`config.mk`:
```
export PLATFORM = sky130hd
export DESIGN_NAME = general_purpose_event_logic
export DESIGN_NICKNAME = d
export VERILOG_FILES = /design/src/input_change_detect.v /design/src/general_purpose_event_logic.v
export VERILOG_INCLUDE_DIRS = /design/src
export SDC_FILE = /design/constraint.sdc
export NUM_CORES = 1
export LEC_CHECK = 0
export ABC_CLOCK_PERIOD_IN_PS = 2800
export BUFFER_PORTS_ARGS = -buffer_cell sky130_fd_sc_hd__buf_2
export CORE_MARGIN = 5
export CORE_UTILIZATION = 40
export DETAILED_ROUTE_END_ITERATION = 6
export GPL_TIMING_DRIVEN = 0
export PLACE_DENSITY = 0.7
export SETUP_SLACK_MARGIN = 0.02
export SYNTH_ARGS = -nofsm -noshare
export SYNTH_HDL_FRONTEND = slang
export SYNTH_HIERARCHICAL = 1
export SYNTH_SLANG_ARGS = --single-unit
```
`constraint.sdc`:
```
create_clock -name ref_clk -period 2.8 [get_ports ref_clk]
set_clock_uncertainty 0.05 [all_clocks]
set_input_delay 0.28 -clock ref_clk [delete_from_list [all_inputs] [get_ports ref_clk]]
set_output_delay 0.28 -clock ref_clk [all_outputs]
set_load 0.02 [all_outputs]
```
`src/event_logic_consts.vh`:
```
// Register offsets, field positions and reset values of the general-purpose event logic
`ifndef EVENT_LOGIC_CONSTS_VH
`define EVENT_LOGIC_CONSTS_VH
`define PM_DATA_OFFSET 8'ha7
`define STATUS_LO_OFFSET 8'ha8
`define STATUS_HI_OFFSET 8'ha9
`define ENABLE_LO_OFFSET 8'haa
`define ENABLE_HI_OFFSET 8'hab
`define PM_DATA_VALUE 8'h00
`define REG16_RESET 16'h0000
`define EVENT_BITS_MASK 16'h891f
`define VIDEO_BIT 15
`define POWER_BIT 11
`define VPP12_BIT 8
`define INPUT_COUNT 5
`define INPUT_RESET 5'h00
`define TERMINAL_COUNT 7
`endif

```
`src/input_change_detect.v`:
```
// Synchroniser and change detector for the general-purpose input terminals
`timescale 1ns/1ns
module input_change_detect (
    input wire ref_clk, // Controller clock
    input wire reset, // Asynchronous reset, active high
    input wire [4:0] pins_in, // Raw terminal levels
    output reg [4:0] level_out, // Synchronised levels
    output wire [4:0] change_pulse // One-cycle pulse per changed input
);
`include "event_logic_consts.vh"
    reg [4:0] meta_reg;
    reg [4:0] sync_reg;
    reg primed_reg;

    // Two-stage synchroniser then one history stage
    always @(posedge ref_clk or posedge reset) begin
        if (reset) begin
            meta_reg <= `INPUT_RESET;
            sync_reg <= `INPUT_RESET;
            level_out <= `INPUT_RESET;
            primed_reg <= 1'b0;
        end else begin
            meta_reg <= pins_in;
            sync_reg <= meta_reg;
            level_out <= sync_reg;
            primed_reg <= 1'b1;
        end
    end

    // Compare current sample with the previous one; masked only until the first clock after reset, so a pin high through reset still reports a change
    genvar i;
    generate
        for (i = 0; i < `INPUT_COUNT; i = i + 1) begin : g_chg
            assign change_pulse[i] = primed_reg & (sync_reg[i] ^ level_out[i]);
        end
    endgenerate
endmodule // input_change_detect

```
`src/general_purpose_event_logic.v`:
```
// General-purpose event status, enable and event output logic
`timescale 1ns/1ns
module general_purpose_event_logic (
    input wire ref_clk, // Controller clock, 50 MHz
    input wire reset, // Asynchronous reset, active high
    input wire [7:0] cfg_addr, // Configuration byte address
    input wire cfg_wr, // Byte write strobe
    input wire [7:0] cfg_wdata, // Byte write data
    output reg [7:0] cfg_rdata, // Byte read data, registered
    input wire video_port_enable_bit, // Card control video-port enable level
    input wire power_change, // Pulse: software wrote new Vcc or Vpp setting
    input wire vpp_is_12v, // Requested Vpp is 12 V
    input wire [4:0] gp_input_pins, // Terminals 5,4,2,1,0 input levels
    input wire [4:0] gp_input_selected, // Each terminal configured as general input
    input wire [6:0] event_pin_selected, // Terminals 6..0 configured for event output
    output reg general_event_out_n, // Internal event, active low
    output reg [6:0] multipurpose_terminal_out, // Event level on terminals 6..0
    output reg [6:0] multipurpose_terminal_oe, // Drive enable on terminals 6..0
    output wire [4:0] gp_input_level // Synchronised input levels
);
`include "event_logic_consts.vh"
    reg [15:0] event_status_flags;
    reg [15:0] event_enable_mask;
    reg video_prev_reg;
    reg vpp12_prev_reg;
    reg history_ok_reg;
    reg [15:0] set_vec;
    reg [15:0] clr_vec;
    reg [15:0] gate_vec;
    reg [15:0] status_next;
    reg [15:0] enable_next;
    reg event_active;
    wire [4:0] input_changed;
    integer k;

    input_change_detect u_inputs (
        .ref_clk(ref_clk),
        .reset(reset),
        .pins_in(gp_input_pins),
        .level_out(gp_input_level),
        .change_pulse(input_changed)
    );

    // History of the control levels to find changes
    always @(posedge ref_clk or posedge reset) begin
        if (reset) begin
            video_prev_reg <= 1'b0;
            vpp12_prev_reg <= 1'b0;
            history_ok_reg <= 1'b0;
        end else begin
            video_prev_reg <= video_port_enable_bit;
            vpp12_prev_reg <= vpp_is_12v;
            history_ok_reg <= 1'b1;
        end
    end

    // Event set vector, independent of enables
    always @* begin
        set_vec = `REG16_RESET;
        set_vec[`VIDEO_BIT] = history_ok_reg & (video_port_enable_bit ^ video_prev_reg);
        set_vec[`POWER_BIT] = power_change;
        set_vec[`VPP12_BIT] = history_ok_reg & (vpp_is_12v ^ vpp12_prev_reg);
        set_vec[`INPUT_COUNT-1:0] = input_changed;
    end

    // Write-one-to-clear with set winning; enables written per byte
    always @* begin
        clr_vec = `REG16_RESET;
        enable_next = event_enable_mask;
        if (cfg_wr) begin
            if (cfg_addr == `STATUS_LO_OFFSET)
                clr_vec[7:0] = cfg_wdata;
            if (cfg_addr == `STATUS_HI_OFFSET)
                clr_vec[15:8] = cfg_wdata;
            if (cfg_addr == `ENABLE_LO_OFFSET)
                enable_next[7:0] = cfg_wdata;
            if (cfg_addr == `ENABLE_HI_OFFSET)
                enable_next[15:8] = cfg_wdata;
        end
        status_next = ((event_status_flags & ~clr_vec) | set_vec) & `EVENT_BITS_MASK;
        enable_next = enable_next & `EVENT_BITS_MASK;
    end

    // Status and enable registers
    always @(posedge ref_clk or posedge reset) begin
        if (reset) begin
            event_status_flags <= `REG16_RESET;
            event_enable_mask <= `REG16_RESET;
        end else begin
            event_status_flags <= status_next;
            event_enable_mask <= enable_next;
        end
    end

    // Enabled status gated; input enables need the general-input configuration
    always @* begin
        gate_vec = event_enable_mask;
        for (k = 0; k < `INPUT_COUNT; k = k + 1) begin
            gate_vec[k] = event_enable_mask[k] & gp_input_selected[k];
        end
        event_active = |(event_status_flags & gate_vec);
    end

    // Registered active-low event output and terminal drive
    always @(posedge ref_clk or posedge reset) begin
        if (reset) begin
            general_event_out_n <= 1'b1;
            multipurpose_terminal_out <= 7'h7f;
            multipurpose_terminal_oe <= 7'h00;
        end else begin
            general_event_out_n <= ~event_active;
            multipurpose_terminal_out <= {`TERMINAL_COUNT{~event_active}};
            multipurpose_terminal_oe <= event_pin_selected;
        end
    end

    // Registered read data
    always @(posedge ref_clk or posedge reset) begin
        if (reset) begin
            cfg_rdata <= `PM_DATA_VALUE;
        end else begin
            case (cfg_addr)
                `PM_DATA_OFFSET: cfg_rdata <= `PM_DATA_VALUE;
                `STATUS_LO_OFFSET: cfg_rdata <= event_status_flags[7:0];
                `STATUS_HI_OFFSET: cfg_rdata <= event_status_flags[15:8];
                `ENABLE_LO_OFFSET: cfg_rdata <= event_enable_mask[7:0];
                `ENABLE_HI_OFFSET: cfg_rdata <= event_enable_mask[15:8];
                default: cfg_rdata <= `PM_DATA_VALUE;
            endcase
        end
    end
endmodule // general_purpose_event_logic

```
==> reports/metrics.csv, run 1 <==
stage;metric;value;unit
status;status;finished clean;
drt;wirelength;3460;µm
drt;num_vias;1223;
pwr;powerDensity;636;nW/µm²
synth;netlist_top_cells_area;dfrtp_1, mux2_2, buf_4, xor2_1, nand4_1;
sta;hold_viol_final;0;
sta;max_slew_margin;62.6;%
clock_tree;cts_sinks;49;
worst_setup_path;max_stage_delay;0.59;ns
grt;grtUsageTotal;11.8;%
finish;multi_input_area;569;µm²
grt;grt_pass1_vias;1263;
sta;tns;0;ns
floorplan;die_h;78.6;µm
synth;async_flop_share;100;%
worst_setup_path;ff2ff_setup_slack;1.61;ns
finish;final_nets;242;
worst_setup_path;crit_chain;buf_4 -> buf_2;
floorplan;rows;25;
clock_tree;cts_max_level;2;
finish;regArea;1230;µm²
worst_setup_path;reg2reg_to;cfg_rdata[0];
worst_hold_path;hold_path_end;u_inputs/meta_reg[2];
synth;synth_cells;132;
drt;drt_drc_violations_left;0;
grt;antenna_found_initial;0;
synth;yosysTopAreaCell;dfrtp_1;
worst_setup_path;path_max_fanout;8;
clock_tree;cts_tree;done;
clock_tree;clk-insertion-delay-late;0.30;ns
pwr;total_power;1.54;mW
grt;grt_pass1_wl;5660;µm
worst_setup_path;cp-start-kind;flop;
worst_setup_path;cpLargestDelayFamily;flip-flops;
finish;postLayoutCellArea;2420;µm²
drt;antenna_left;0;
sta;min_period;1.49;ns
worst_setup_path;critical_path_arrival;1.16;ns
worst_setup_path;rr_worst_depth;2;
finish;reg.largest.list;event_enable_mask x8, event_status_flags x8, multipurpose_terminal_oe x7;
finish;drive_gt1_share;46.1;%
sta;period_share;53.1;%
finish;nFillCells;417;
synth;synthesis.area;1880;µm²
worst_hold_path;hold_depth;1;
worst_setup_path;crit_type;flop to output port;
synth;yosysWarnings;6;
placed_design;placed_area;2260;µm²
pwr;irDropWorstVdd;0.335;mV
synth;ys_seq_elements;49;
worst_setup_path;cp.required;2.47;ns
sta;max_freq;673;MHz
job;drv_cap;0;
synth;synth_flop_cell;dfrtp_1;
placed_design;gp_congestion;0.740;
synth;syn_avg_cell_area;14.3;µm²
clock_tree;cts_root_buf;clkbuf_8;
synth;synth_cell_types;25;
drt;drt_iter0_markers;71;
clock_tree;ctsResizeCount;0;
floorplan;fp.coreArea;4660;µm²
synth;synth_edf_count;0;
sta;rsz0062_at_grt;false;
drt;vias_per_cell;4.74;
sta;worst_pin_slew;0.561;ns
grt;grt_overflow;0;
drt;post_drt_wl_per_cell;13.4;µm
placed_design;placed_cells;248;
clock_tree;cts_setup_buffers;0;
synth;yosysSeqAreaShare;65.1;%
finish;fin_util;52.0;%
floorplan;ioPinCount;67;
placed_design;numPortBuffers;61;
synth;synth_common_cells;dfrtp_1, buf_4, nand4_1, mux2_2;
finish;fin_cells;258;
floorplan;start_util;40.4;%
floorplan;die_x;78.6;µm
grt;grt_max_degree;34;
placed_design;dpl.hpwl;2600;µm
floorplan;dieArea;6180;µm²
sta;setup_violations;0;
worst_setup_path;rr_startpoint;event_status_flags[8];
drt;first_pass_iters;4;
synth;yosysMostFrequentCell;dfrtp_1;
worst_setup_path;worst-path-buf-inv;2;
clock_tree;cts_max_path_buffers;2;
pwr;p_leak;1.18;nW
worst_setup_path;end_kind;output port;
worst_hold_path;holdCritStartpoint;gp_input_pins[2];
clock_tree;cts.clk_slew.worst_paths;0.09;ns
synth;netlist.area_leader.share;63.7;%
finish;n_antenna_cell;0;
clock_tree;cts_buffers;5;
finish;area_growth;28.7;%
sta;slew_viol_final;0;
worst_setup_path;cpMaxStageDelayCell;dfstp_2;
worst_hold_path;holdCritPathClass;primary input to flop;
## repair_timing
item / in CTS / in global routing
hold endpoints to repair: 16 / 0
endpoints found under the setup margin: 0 / 0
hold buffers: 1 / 0
## kinds of logic after synthesis
family	share of synthesized area [%]
muxes	9.69
and+or+nand+nor	12.6
AOI/OAI and AO/OA	3.85
xor gates and xnor gates	3.25
buffers and inverters	4.85
DFF	65.1
other	0.598
## worst reg2reg max path: stages, from the launching register on
cell	delay [ns]
dfrtp_1	0.41
mux4_1	0.49
nor2b_1	0.14
## per-stage QoR
step                      setup slack (ns)  hold slack [ns]
after floorplan                       1.51            0.144
after global placement                1.27            0.282
after detailed placement              1.23            0.285
after CTS                             1.02           0.0207
after global routing                  1.26          0.00819
final                                 1.31           0.0264
## layout make-up
type,instances,share of cell area [%]
sequential,49,50.6
multi-input combinational,70,23.5
timing repair buffer,63,13.8
buffer,12,3.46
clock buffer,5,2.84
tap,54,2.79
clock inverter,3,2.68
inverter,2,0.310
## metal layers
metal / track usage (%) / part of all wire [%]
met5: 0 / 0
met4: 5.24 / 1.6
met3: 4.82 / 12
met2: 18.6 / 45
met1: 14.2 / 42
## worst max-delay path by stage
stage | start | end | cells after the start
finish | multipurpose_terminal_out[0] | multipurpose_terminal_out[4] | 2
global route | multipurpose_terminal_out[0] | multipurpose_terminal_out[0] | 2
CTS | reset | multipurpose_terminal_oe[2] | 3
detailed placement | reset | cfg_rdata[1] | 2
global placement | reset | multipurpose_terminal_oe[5] | 2
floorplan | cfg_addr[6] | event_status_flags[15] | 4
## cells in the final DEF, fill, tap and decap left out, types with 3 or more instances in the layout
cell type,instances
nand4_1,9
and2_1,5
dfrtp_1,48
buf_2,62
mux2_2,8
clkbuf_8,5
mux2i_1,4
conb_1,4
buf_4,10
nor2b_1,3
nand3_1,7
a21o_1,6
xor2_1,7
nor2_1,5
## power breakdown
group          switching, mW  internal, mW  total (mW)
Combinational          0.109        0.0958       0.205
Sequential            0.0183         0.738       0.756
Clock                  0.228         0.355       0.582
Total                  0.355          1.19        1.54
Note: power is estimated with default switching activity, not from simulation.
==> inputs of run 2 (changes only) <==
--- a/config.mk
+++ b/config.mk
@@ -6,13 +6,13 @@
 export SDC_FILE = /design/constraint.sdc
 export NUM_CORES = 1
 export LEC_CHECK = 0
-export ABC_CLOCK_PERIOD_IN_PS = 2800
+export ABC_CLOCK_PERIOD_IN_PS = 1340
 export BUFFER_PORTS_ARGS = -buffer_cell sky130_fd_sc_hd__buf_2
 export CORE_MARGIN = 5
 export CORE_UTILIZATION = 40
 export DETAILED_ROUTE_END_ITERATION = 6
 export GPL_TIMING_DRIVEN = 0
-export PLACE_DENSITY = 0.7
+export PLACE_DENSITY = 0.73
 export SETUP_SLACK_MARGIN = 0.02
 export SYNTH_ARGS = -nofsm -noshare
 export SYNTH_HDL_FRONTEND = slang
==> constraint.sdc (replaced) <==
create_clock -name ref_clk -period 1.34 [get_ports ref_clk]
set_clock_uncertainty 0.05 [all_clocks]
set_input_delay 0.134 -clock ref_clk [delete_from_list [all_inputs] [get_ports ref_clk]]
set_output_delay 0.134 -clock ref_clk [all_outputs]
set_load 0.02 [all_outputs]
==> run 2 against run 1 <==
Sequential power rose by 110%. Power is 110% higher. Routed wire length is 10% higher. Final cell count is 6.2% higher. Utilization is 4.3 points higher.
==> reports/metrics.csv, run 2 (synthesis gave the netlist of run 1 again) <==
stage;metric;value;unit;change
status;status;finished clean;;
sta;max_slew_margin;62.1;%;-0.50 points
sta;setup_violations;0;;unchanged
floorplan;dieArea;6180;µm²;unchanged
finish;fin_cells;274;;+6.2%
sta;fin_hold_ws;0.0250;ns;-0.00138 ns
drt;vias_per_cell;4.66;;-1.7%
floorplan;fp.coreArea;4660;µm²;unchanged
pwr;irDropWorstVdd;0.746;mV;+120%
sta;slew_viol_final;0;;unchanged
placed_design;dp_slack;-0.0351;ns;-1.27 ns
placed_design;numPortBuffers;61;;unchanged
worst_setup_path;crit_type;flop to output port;;
clock_tree;cts_max_path_buffers;2;;unchanged
job;drv_cap;0;;unchanged
worst_hold_path;holdCritPathClass;primary input to flop;;
finish;fin_util;56.3;%;+4.3 points
floorplan;ioPinCount;67;;unchanged
finish;final_common_cell;buf_2;;
sta;worst_pin_slew;0.568;ns;+0.00747 ns
worst_setup_path;cp.required;1.16;ns;-1.31 ns
clock_tree;cts_max_level;2;;unchanged
worst_setup_path;cpLargestDelayFamily;flip-flops;;
sta;hold_viol_final;0;;unchanged
floorplan;rows;25;;unchanged
grt;grt_pass1_wl;6650;µm;+17%
drt;num_vias;1277;;+4.4%
worst_setup_path;crit_chain;buf_4 -> buf_6;;
worst_setup_path;worst-path-buf-inv;2;;unchanged
drt;post_drt_wl_per_cell;13.9;µm;+3.8%
worst_setup_path;end_kind;output port;;
pwr;total_power;3.21;mW;+110%
clock_tree;cts.clk_slew.worst_paths;0.09;ns;about the same
placed_design;placed_cells;248;;unchanged
finish;area_growth;39.4;%;
clock_tree;cts_buffers;5;;unchanged
drt;drt_iter0_markers;23;;-68%
clock_tree;cts_root_buf;clkbuf_8;;
grt;grt_max_degree;34;;unchanged
worst_setup_path;cpMaxStageDelayCell;dfstp_2;;
worst_setup_path;cp-start-kind;flop;;
finish;layout_common_cells;buf_2, dfrtp_1, dlygate4sd3_1;;
sta;tns;0;ns;unchanged
worst_setup_path;critical_path_arrival;1.15;ns;about the same
sta;min_period;1.33;ns;
worst_setup_path;path_max_fanout;8;;unchanged
grt;antenna_found_initial;0;;unchanged
sta;max_freq;752;MHz;
drt;first_pass_iters;4;;unchanged
drt;antenna_left;0;;unchanged
grt;grt_pass1_vias;1475;;+17%
clock_tree;cts_tree;done;;
pwr;powerDensity;1220;nW/µm²;+92%
floorplan;die_x;78.6;µm;unchanged
finish;drive_gt1_share;42.7;%;-3.4 points
grt;grtUsageTotal;13.8;%;+2.0 points
placed_design;gp_congestion;0.809;;+9.4%
sta;rsz0062_at_grt;true;;
grt;grt_overflow;0;;unchanged
drt;drt_drc_violations_left;0;;unchanged
finish;final_nets;258;;+6.6%
floorplan;die_h;78.6;µm;unchanged
clock_tree;cts_sinks;49;;unchanged
floorplan;start_util;40.4;%;unchanged
placed_design;placed_area;2260;µm²;unchanged
sta;period_share;99.2;%;
pwr;p_leak;1.27;nW;+7.2%
finish;n_antenna_cell;0;;unchanged
finish;postLayoutCellArea;2630;µm²;+8.3%
drt;wirelength;3810;µm;+10%
finish;reg.largest.list;event_enable_mask x8, event_status_flags x8, multipurpose_terminal_oe x7;;
sta;fin_ws;0.0106;ns;-1.30 ns
clock_tree;clk-insertion-delay-late;0.29;ns;about the same
worst_setup_path;max_stage_delay;0.61;ns;+0.02 ns
placed_design;dpl.hpwl;2770;µm;+6.4%
run 2: layout make-up:
cell class | count | area, µm²
clock inverter | 2 | 37.5
multi-input combinational | 70 | 569
fill | 396 | 2030
timing repair buffer | 79 | 547
sequential | 49 | 1230
tap | 54 | 67.6
clock buffer | 6 | 82.6
inverter | 2 | 7.51
buffer | 12 | 87.6
run 2: worst min-delay path, stage by stage:
cell,delay (ns)
buf_2,0.08
nand3_1,0.07
nand3_1,0.07
nor2_1,0.04
run 2: metal layers:
metal  track usage [%]  up-vias  wire (µm)
met4              4.20        0         31
met3              5.73        4        388
met1              15.7      589       1480
li1                  -      622          -
met2              23.5       62       1910
met5                 0        -          0
run 2: worst paths after layout:
kind / slack (ns) / depth (start not counted) / to / startpoint
worst min-delay path: 0.03 / 4 / multipurpose_terminal_out[0] / gp_input_selected[3]
worst min register to register: 0.31 / 0 / u_inputs/sync_reg[2] / u_inputs/meta_reg[2]
worst max-delay path: 0.01 / 2 / multipurpose_terminal_out[0] / multipurpose_terminal_out[0]
worst max register to register: 0.15 / 2 / cfg_rdata[0] / event_status_flags[8]
min in group asynchronous: 0.36 / 3 / multipurpose_terminal_oe[5] / reset
max in group asynchronous: 0.34 / 4 / multipurpose_terminal_out[0] / reset
run 2: power breakdown:
group	switching [mW]	internal, mW
combinational	0.247	0.292
clock	0.477	0.607
sequential	0.0405	1.54
run 2: repair_timing:
| action | CTS | global route |
|---|---|---|
| gates resized for setup | 13 | 2 |
| hold endpoints to repair | 31 | 10 |
| endpoints found under the setup margin | 7 | 8 |
| buffers inserted | 0 | 0 |
| cloned | 0 | 0 |
| hold buffers | 16 | 1 |
==> inputs of run 3 (changes only) <==
--- a/config.mk
+++ b/config.mk
@@ -6,13 +6,15 @@
 export SDC_FILE = /design/constraint.sdc
 export NUM_CORES = 1
 export LEC_CHECK = 0
+export ABC_AREA = 0
 export ABC_CLOCK_PERIOD_IN_PS = 1340
 export BUFFER_PORTS_ARGS = -buffer_cell sky130_fd_sc_hd__buf_2
 export CORE_MARGIN = 5
 export CORE_UTILIZATION = 40
 export DETAILED_ROUTE_END_ITERATION = 6
 export GPL_TIMING_DRIVEN = 0
-export PLACE_DENSITY = 0.73
+export PLACE_DENSITY = 0.75
+export REMOVE_ABC_BUFFERS = 1
 export SETUP_SLACK_MARGIN = 0.02
 export SYNTH_ARGS = -nofsm -noshare
 export SYNTH_HDL_FRONTEND = slang
==> run 3 against run 2 <==
Utilization shrank 3.5 points. Combinational power fell by 27%. Largest power group unchanged. Die area stayed put. Sequential share of layout area rose by 3.1 points. Critical path depth fell by 1. Critical endpoint is now multipurpose_terminal_out[1].
==> reports/metrics.csv, run 3 (synthesis gave the netlist of run 1 again) <==
stage;metric;value;unit;change
status;status;finished clean;;
clock_tree;clk-insertion-delay-late;0.29;ns;about the same
clock_tree;cts_root_buf;clkbuf_8;;
worst_setup_path;max_stage_delay;0.58;ns;-0.03 ns
placed_design;dpl.hpwl;2690;µm;-3.0%
worst_setup_path;critical_path_arrival;1.05;ns;-0.10 ns
finish;final_common_cell;buf_2;;
clock_tree;cts_tree;done;;
pwr;p_sw_share;24.9;%;+1.1 points
grt;grt_max_degree;34;;unchanged
worst_setup_path;path_max_fanout;8;;unchanged
worst_setup_path;rr_startpoint;event_status_flags[8];;
grt;grt_overflow;0;;unchanged
worst_setup_path;cp.required;1.16;ns;about the same
finish;layout_common_cells;buf_2, dfrtp_1, dlygate4sd3_1;;
pwr;switchingPower;0.709;mW;-7.2%
drt;vias_per_cell;4.76;;+2.2%
clock_tree;cts.clk_slew.worst_paths;0.08;ns;about the same
sta;worst_pin_slew;0.563;ns;-0.00531 ns
drt;first_pass_iters;4;;unchanged
placed_design;placed_cells;237;;-4.4%
finish;fin_cells;263;;-4.0%
worst_setup_path;end_kind;output port;;
drt;drt_drc_violations_left;0;;unchanged
job;drv_cap;0;;unchanged
worst_setup_path;crit_start;multipurpose_terminal_out[0];;
worst_setup_path;cpLargestDelayFamily;flip-flops;;
floorplan;rows;25;;unchanged
drt;post_drt_wl_per_cell;13.9;µm;-0.19%
floorplan;fp.coreArea;4660;µm²;unchanged
finish;drive_gt1_share;39.2;%;-3.5 points
pwr;clkPwrFrac;30.6;%;-3.2 points
sta;rsz0062_at_grt;false;;
sta;min_period;1.23;ns;-0.0987 ns
drt;antenna_left;0;;unchanged
sta;setup_violations;0;;unchanged
floorplan;dieArea;6180;µm²;unchanged
grt;grt_pass1_vias;1373;;-6.9%
sta;max_slew_margin;62.4;%;+0.35 points
drt;wirelength;3650;µm;-4.2%
finish;area_growth;30.7;%;
clock_tree;cts_sinks;49;;unchanged
sta;period_share;91.8;%;-7.4 points
pwr;seqPwrFrac;55.5;%;+6.1 points
grt;grtUsageTotal;12.7;%;-1.1 points
drt;num_vias;1253;;-1.9%
finish;n_antenna_cell;0;;unchanged
worst_setup_path;cp-start-kind;flop;;
grt;grt_pass1_wl;6120;µm;-8.0%
pwr;powerDensity;1160;nW/µm²;-5.3%
finish;postLayoutCellArea;2460;µm²;-6.2%
worst_hold_path;holdCritStartpoint;gp_input_selected[3];;
worst_setup_path;crit_chain;buf_2;;
clock_tree;cts_max_level;2;;unchanged
pwr;p_leak;1.18;nW;-7.2%
pwr;irDropWorstVdd;0.770;mV;+3.2%
floorplan;die_h;78.6;µm;unchanged
floorplan;ioPinCount;67;;unchanged
sta;hold_viol_final;0;;unchanged
worst_setup_path;cpMaxStageDelayCell;dfstp_2;;
placed_design;gp_congestion;0.766;;-5.3%
sta;max_freq;813;MHz;+8.0%
grt;antenna_found_initial;0;;unchanged
clock_tree;cts_max_path_buffers;2;;unchanged
floorplan;die_x;78.6;µm;unchanged
clock_tree;cts_buffers;5;;unchanged
sta;slew_viol_final;0;;unchanged
floorplan;start_util;40.4;%;unchanged
finish;final_nets;247;;-4.3%
worst_setup_path;worst-path-buf-inv;1;;-1
placed_design;numPortBuffers;62;;+1.6%
placed_design;placed_area;2180;µm²;-3.5%
drt;drt_iter0_markers;27;;+17%
worst_setup_path;crit_type;flop to output port;;
clock_tree;ctsResizeCount;0;;-13
pwr;pwr-share-comb;13.9;%;-2.9 points
finish;reg.largest.list;event_enable_mask x8, event_status_flags x8, multipurpose_terminal_oe x7;;
pwr;intPower;2.14;mW;-12%
worst_hold_path;holdCritPathClass;primary input to flop;;
==> run 3: changes by cell type in the layout (fill, tap and decap cells not counted), sizes merged <==
cell	delta
buf	-10
bufinv	-1
clkbuf	+1
clkinv	+1
clkinvlp	-1
inv	-1
==> run 3: final timing paths <==
path | endpoint | slack, ns | cells after the start
max | multipurpose_terminal_out[1] | 0.11 | 1
min | multipurpose_terminal_out[0] | 0.04 | 4
max reg2reg | cfg_rdata[0] | 0.14 | 2
min reg2reg | u_inputs/sync_reg[1] | 0.30 | 0
max in group asynchronous | u_inputs/level_out[3] | 0.45 | 3
min in group asynchronous | multipurpose_terminal_oe[1] | 0.26 | 3
==> run 3: metrics by stage <==
stage	power [mW]	TNS (ns)	hold WS [ns]	utilization (%)	setup slack, ns
after floorplan	1.80	0	-0.00226	-	0.126
after global placement	1.96	-0.569	0.161	46.8	-0.110
after detailed placement	1.97	-2.93	0.178	46.8	-0.119
after CTS	2.86	0	0.0329	52.2	0.0966
after global routing	2.99	0	0.0313	52.8	0.0599
final	2.85	0	0.0391	52.8	0.109
==> run 3: final cells by class <==
| cell class | count | area, µm² |
|---|---|---|
| multi-input combinational | 70 | 569 |
| timing repair buffer | 80 | 500 |
| inverter | 2 | 7.51 |
| sequential | 49 | 1230 |
| tap | 54 | 67.6 |
| clock buffer | 8 | 90.1 |
| fill | 402 | 2200 |
==> run 3: layer usage <==
metal	vias up	GRT usage, %	routed length [µm]
met2	59	21.9	1780
met4	0	4.90	59
met3	7	4.70	369
li1	599	-	-
met5	-	0	0
met1	588	14.3	1450
==> run 3: timing repair <==
action                    4_1_cts  5_1_grt
hold buffers                   16        1
hold endpoints to repair       31        8
setup buffers                   0        0
==> run 3: power groups by stage <==
| stage | Sequential [mW] | Combinational (mW) | Clock, mW |
|---|---|---|---|
| 2_1_floorplan | 1.70 | 0.0998 | 0 |
| 4_1_cts | 1.58 | 0.393 | 0.891 |
| 3_5_place_dp | 1.61 | 0.357 | 0 |
| 5_1_grt | 1.59 | 0.432 | 0.969 |
| 6_report | 1.58 | 0.396 | 0.871 |
| 3_3_place_gp | 1.60 | 0.353 | 0 |
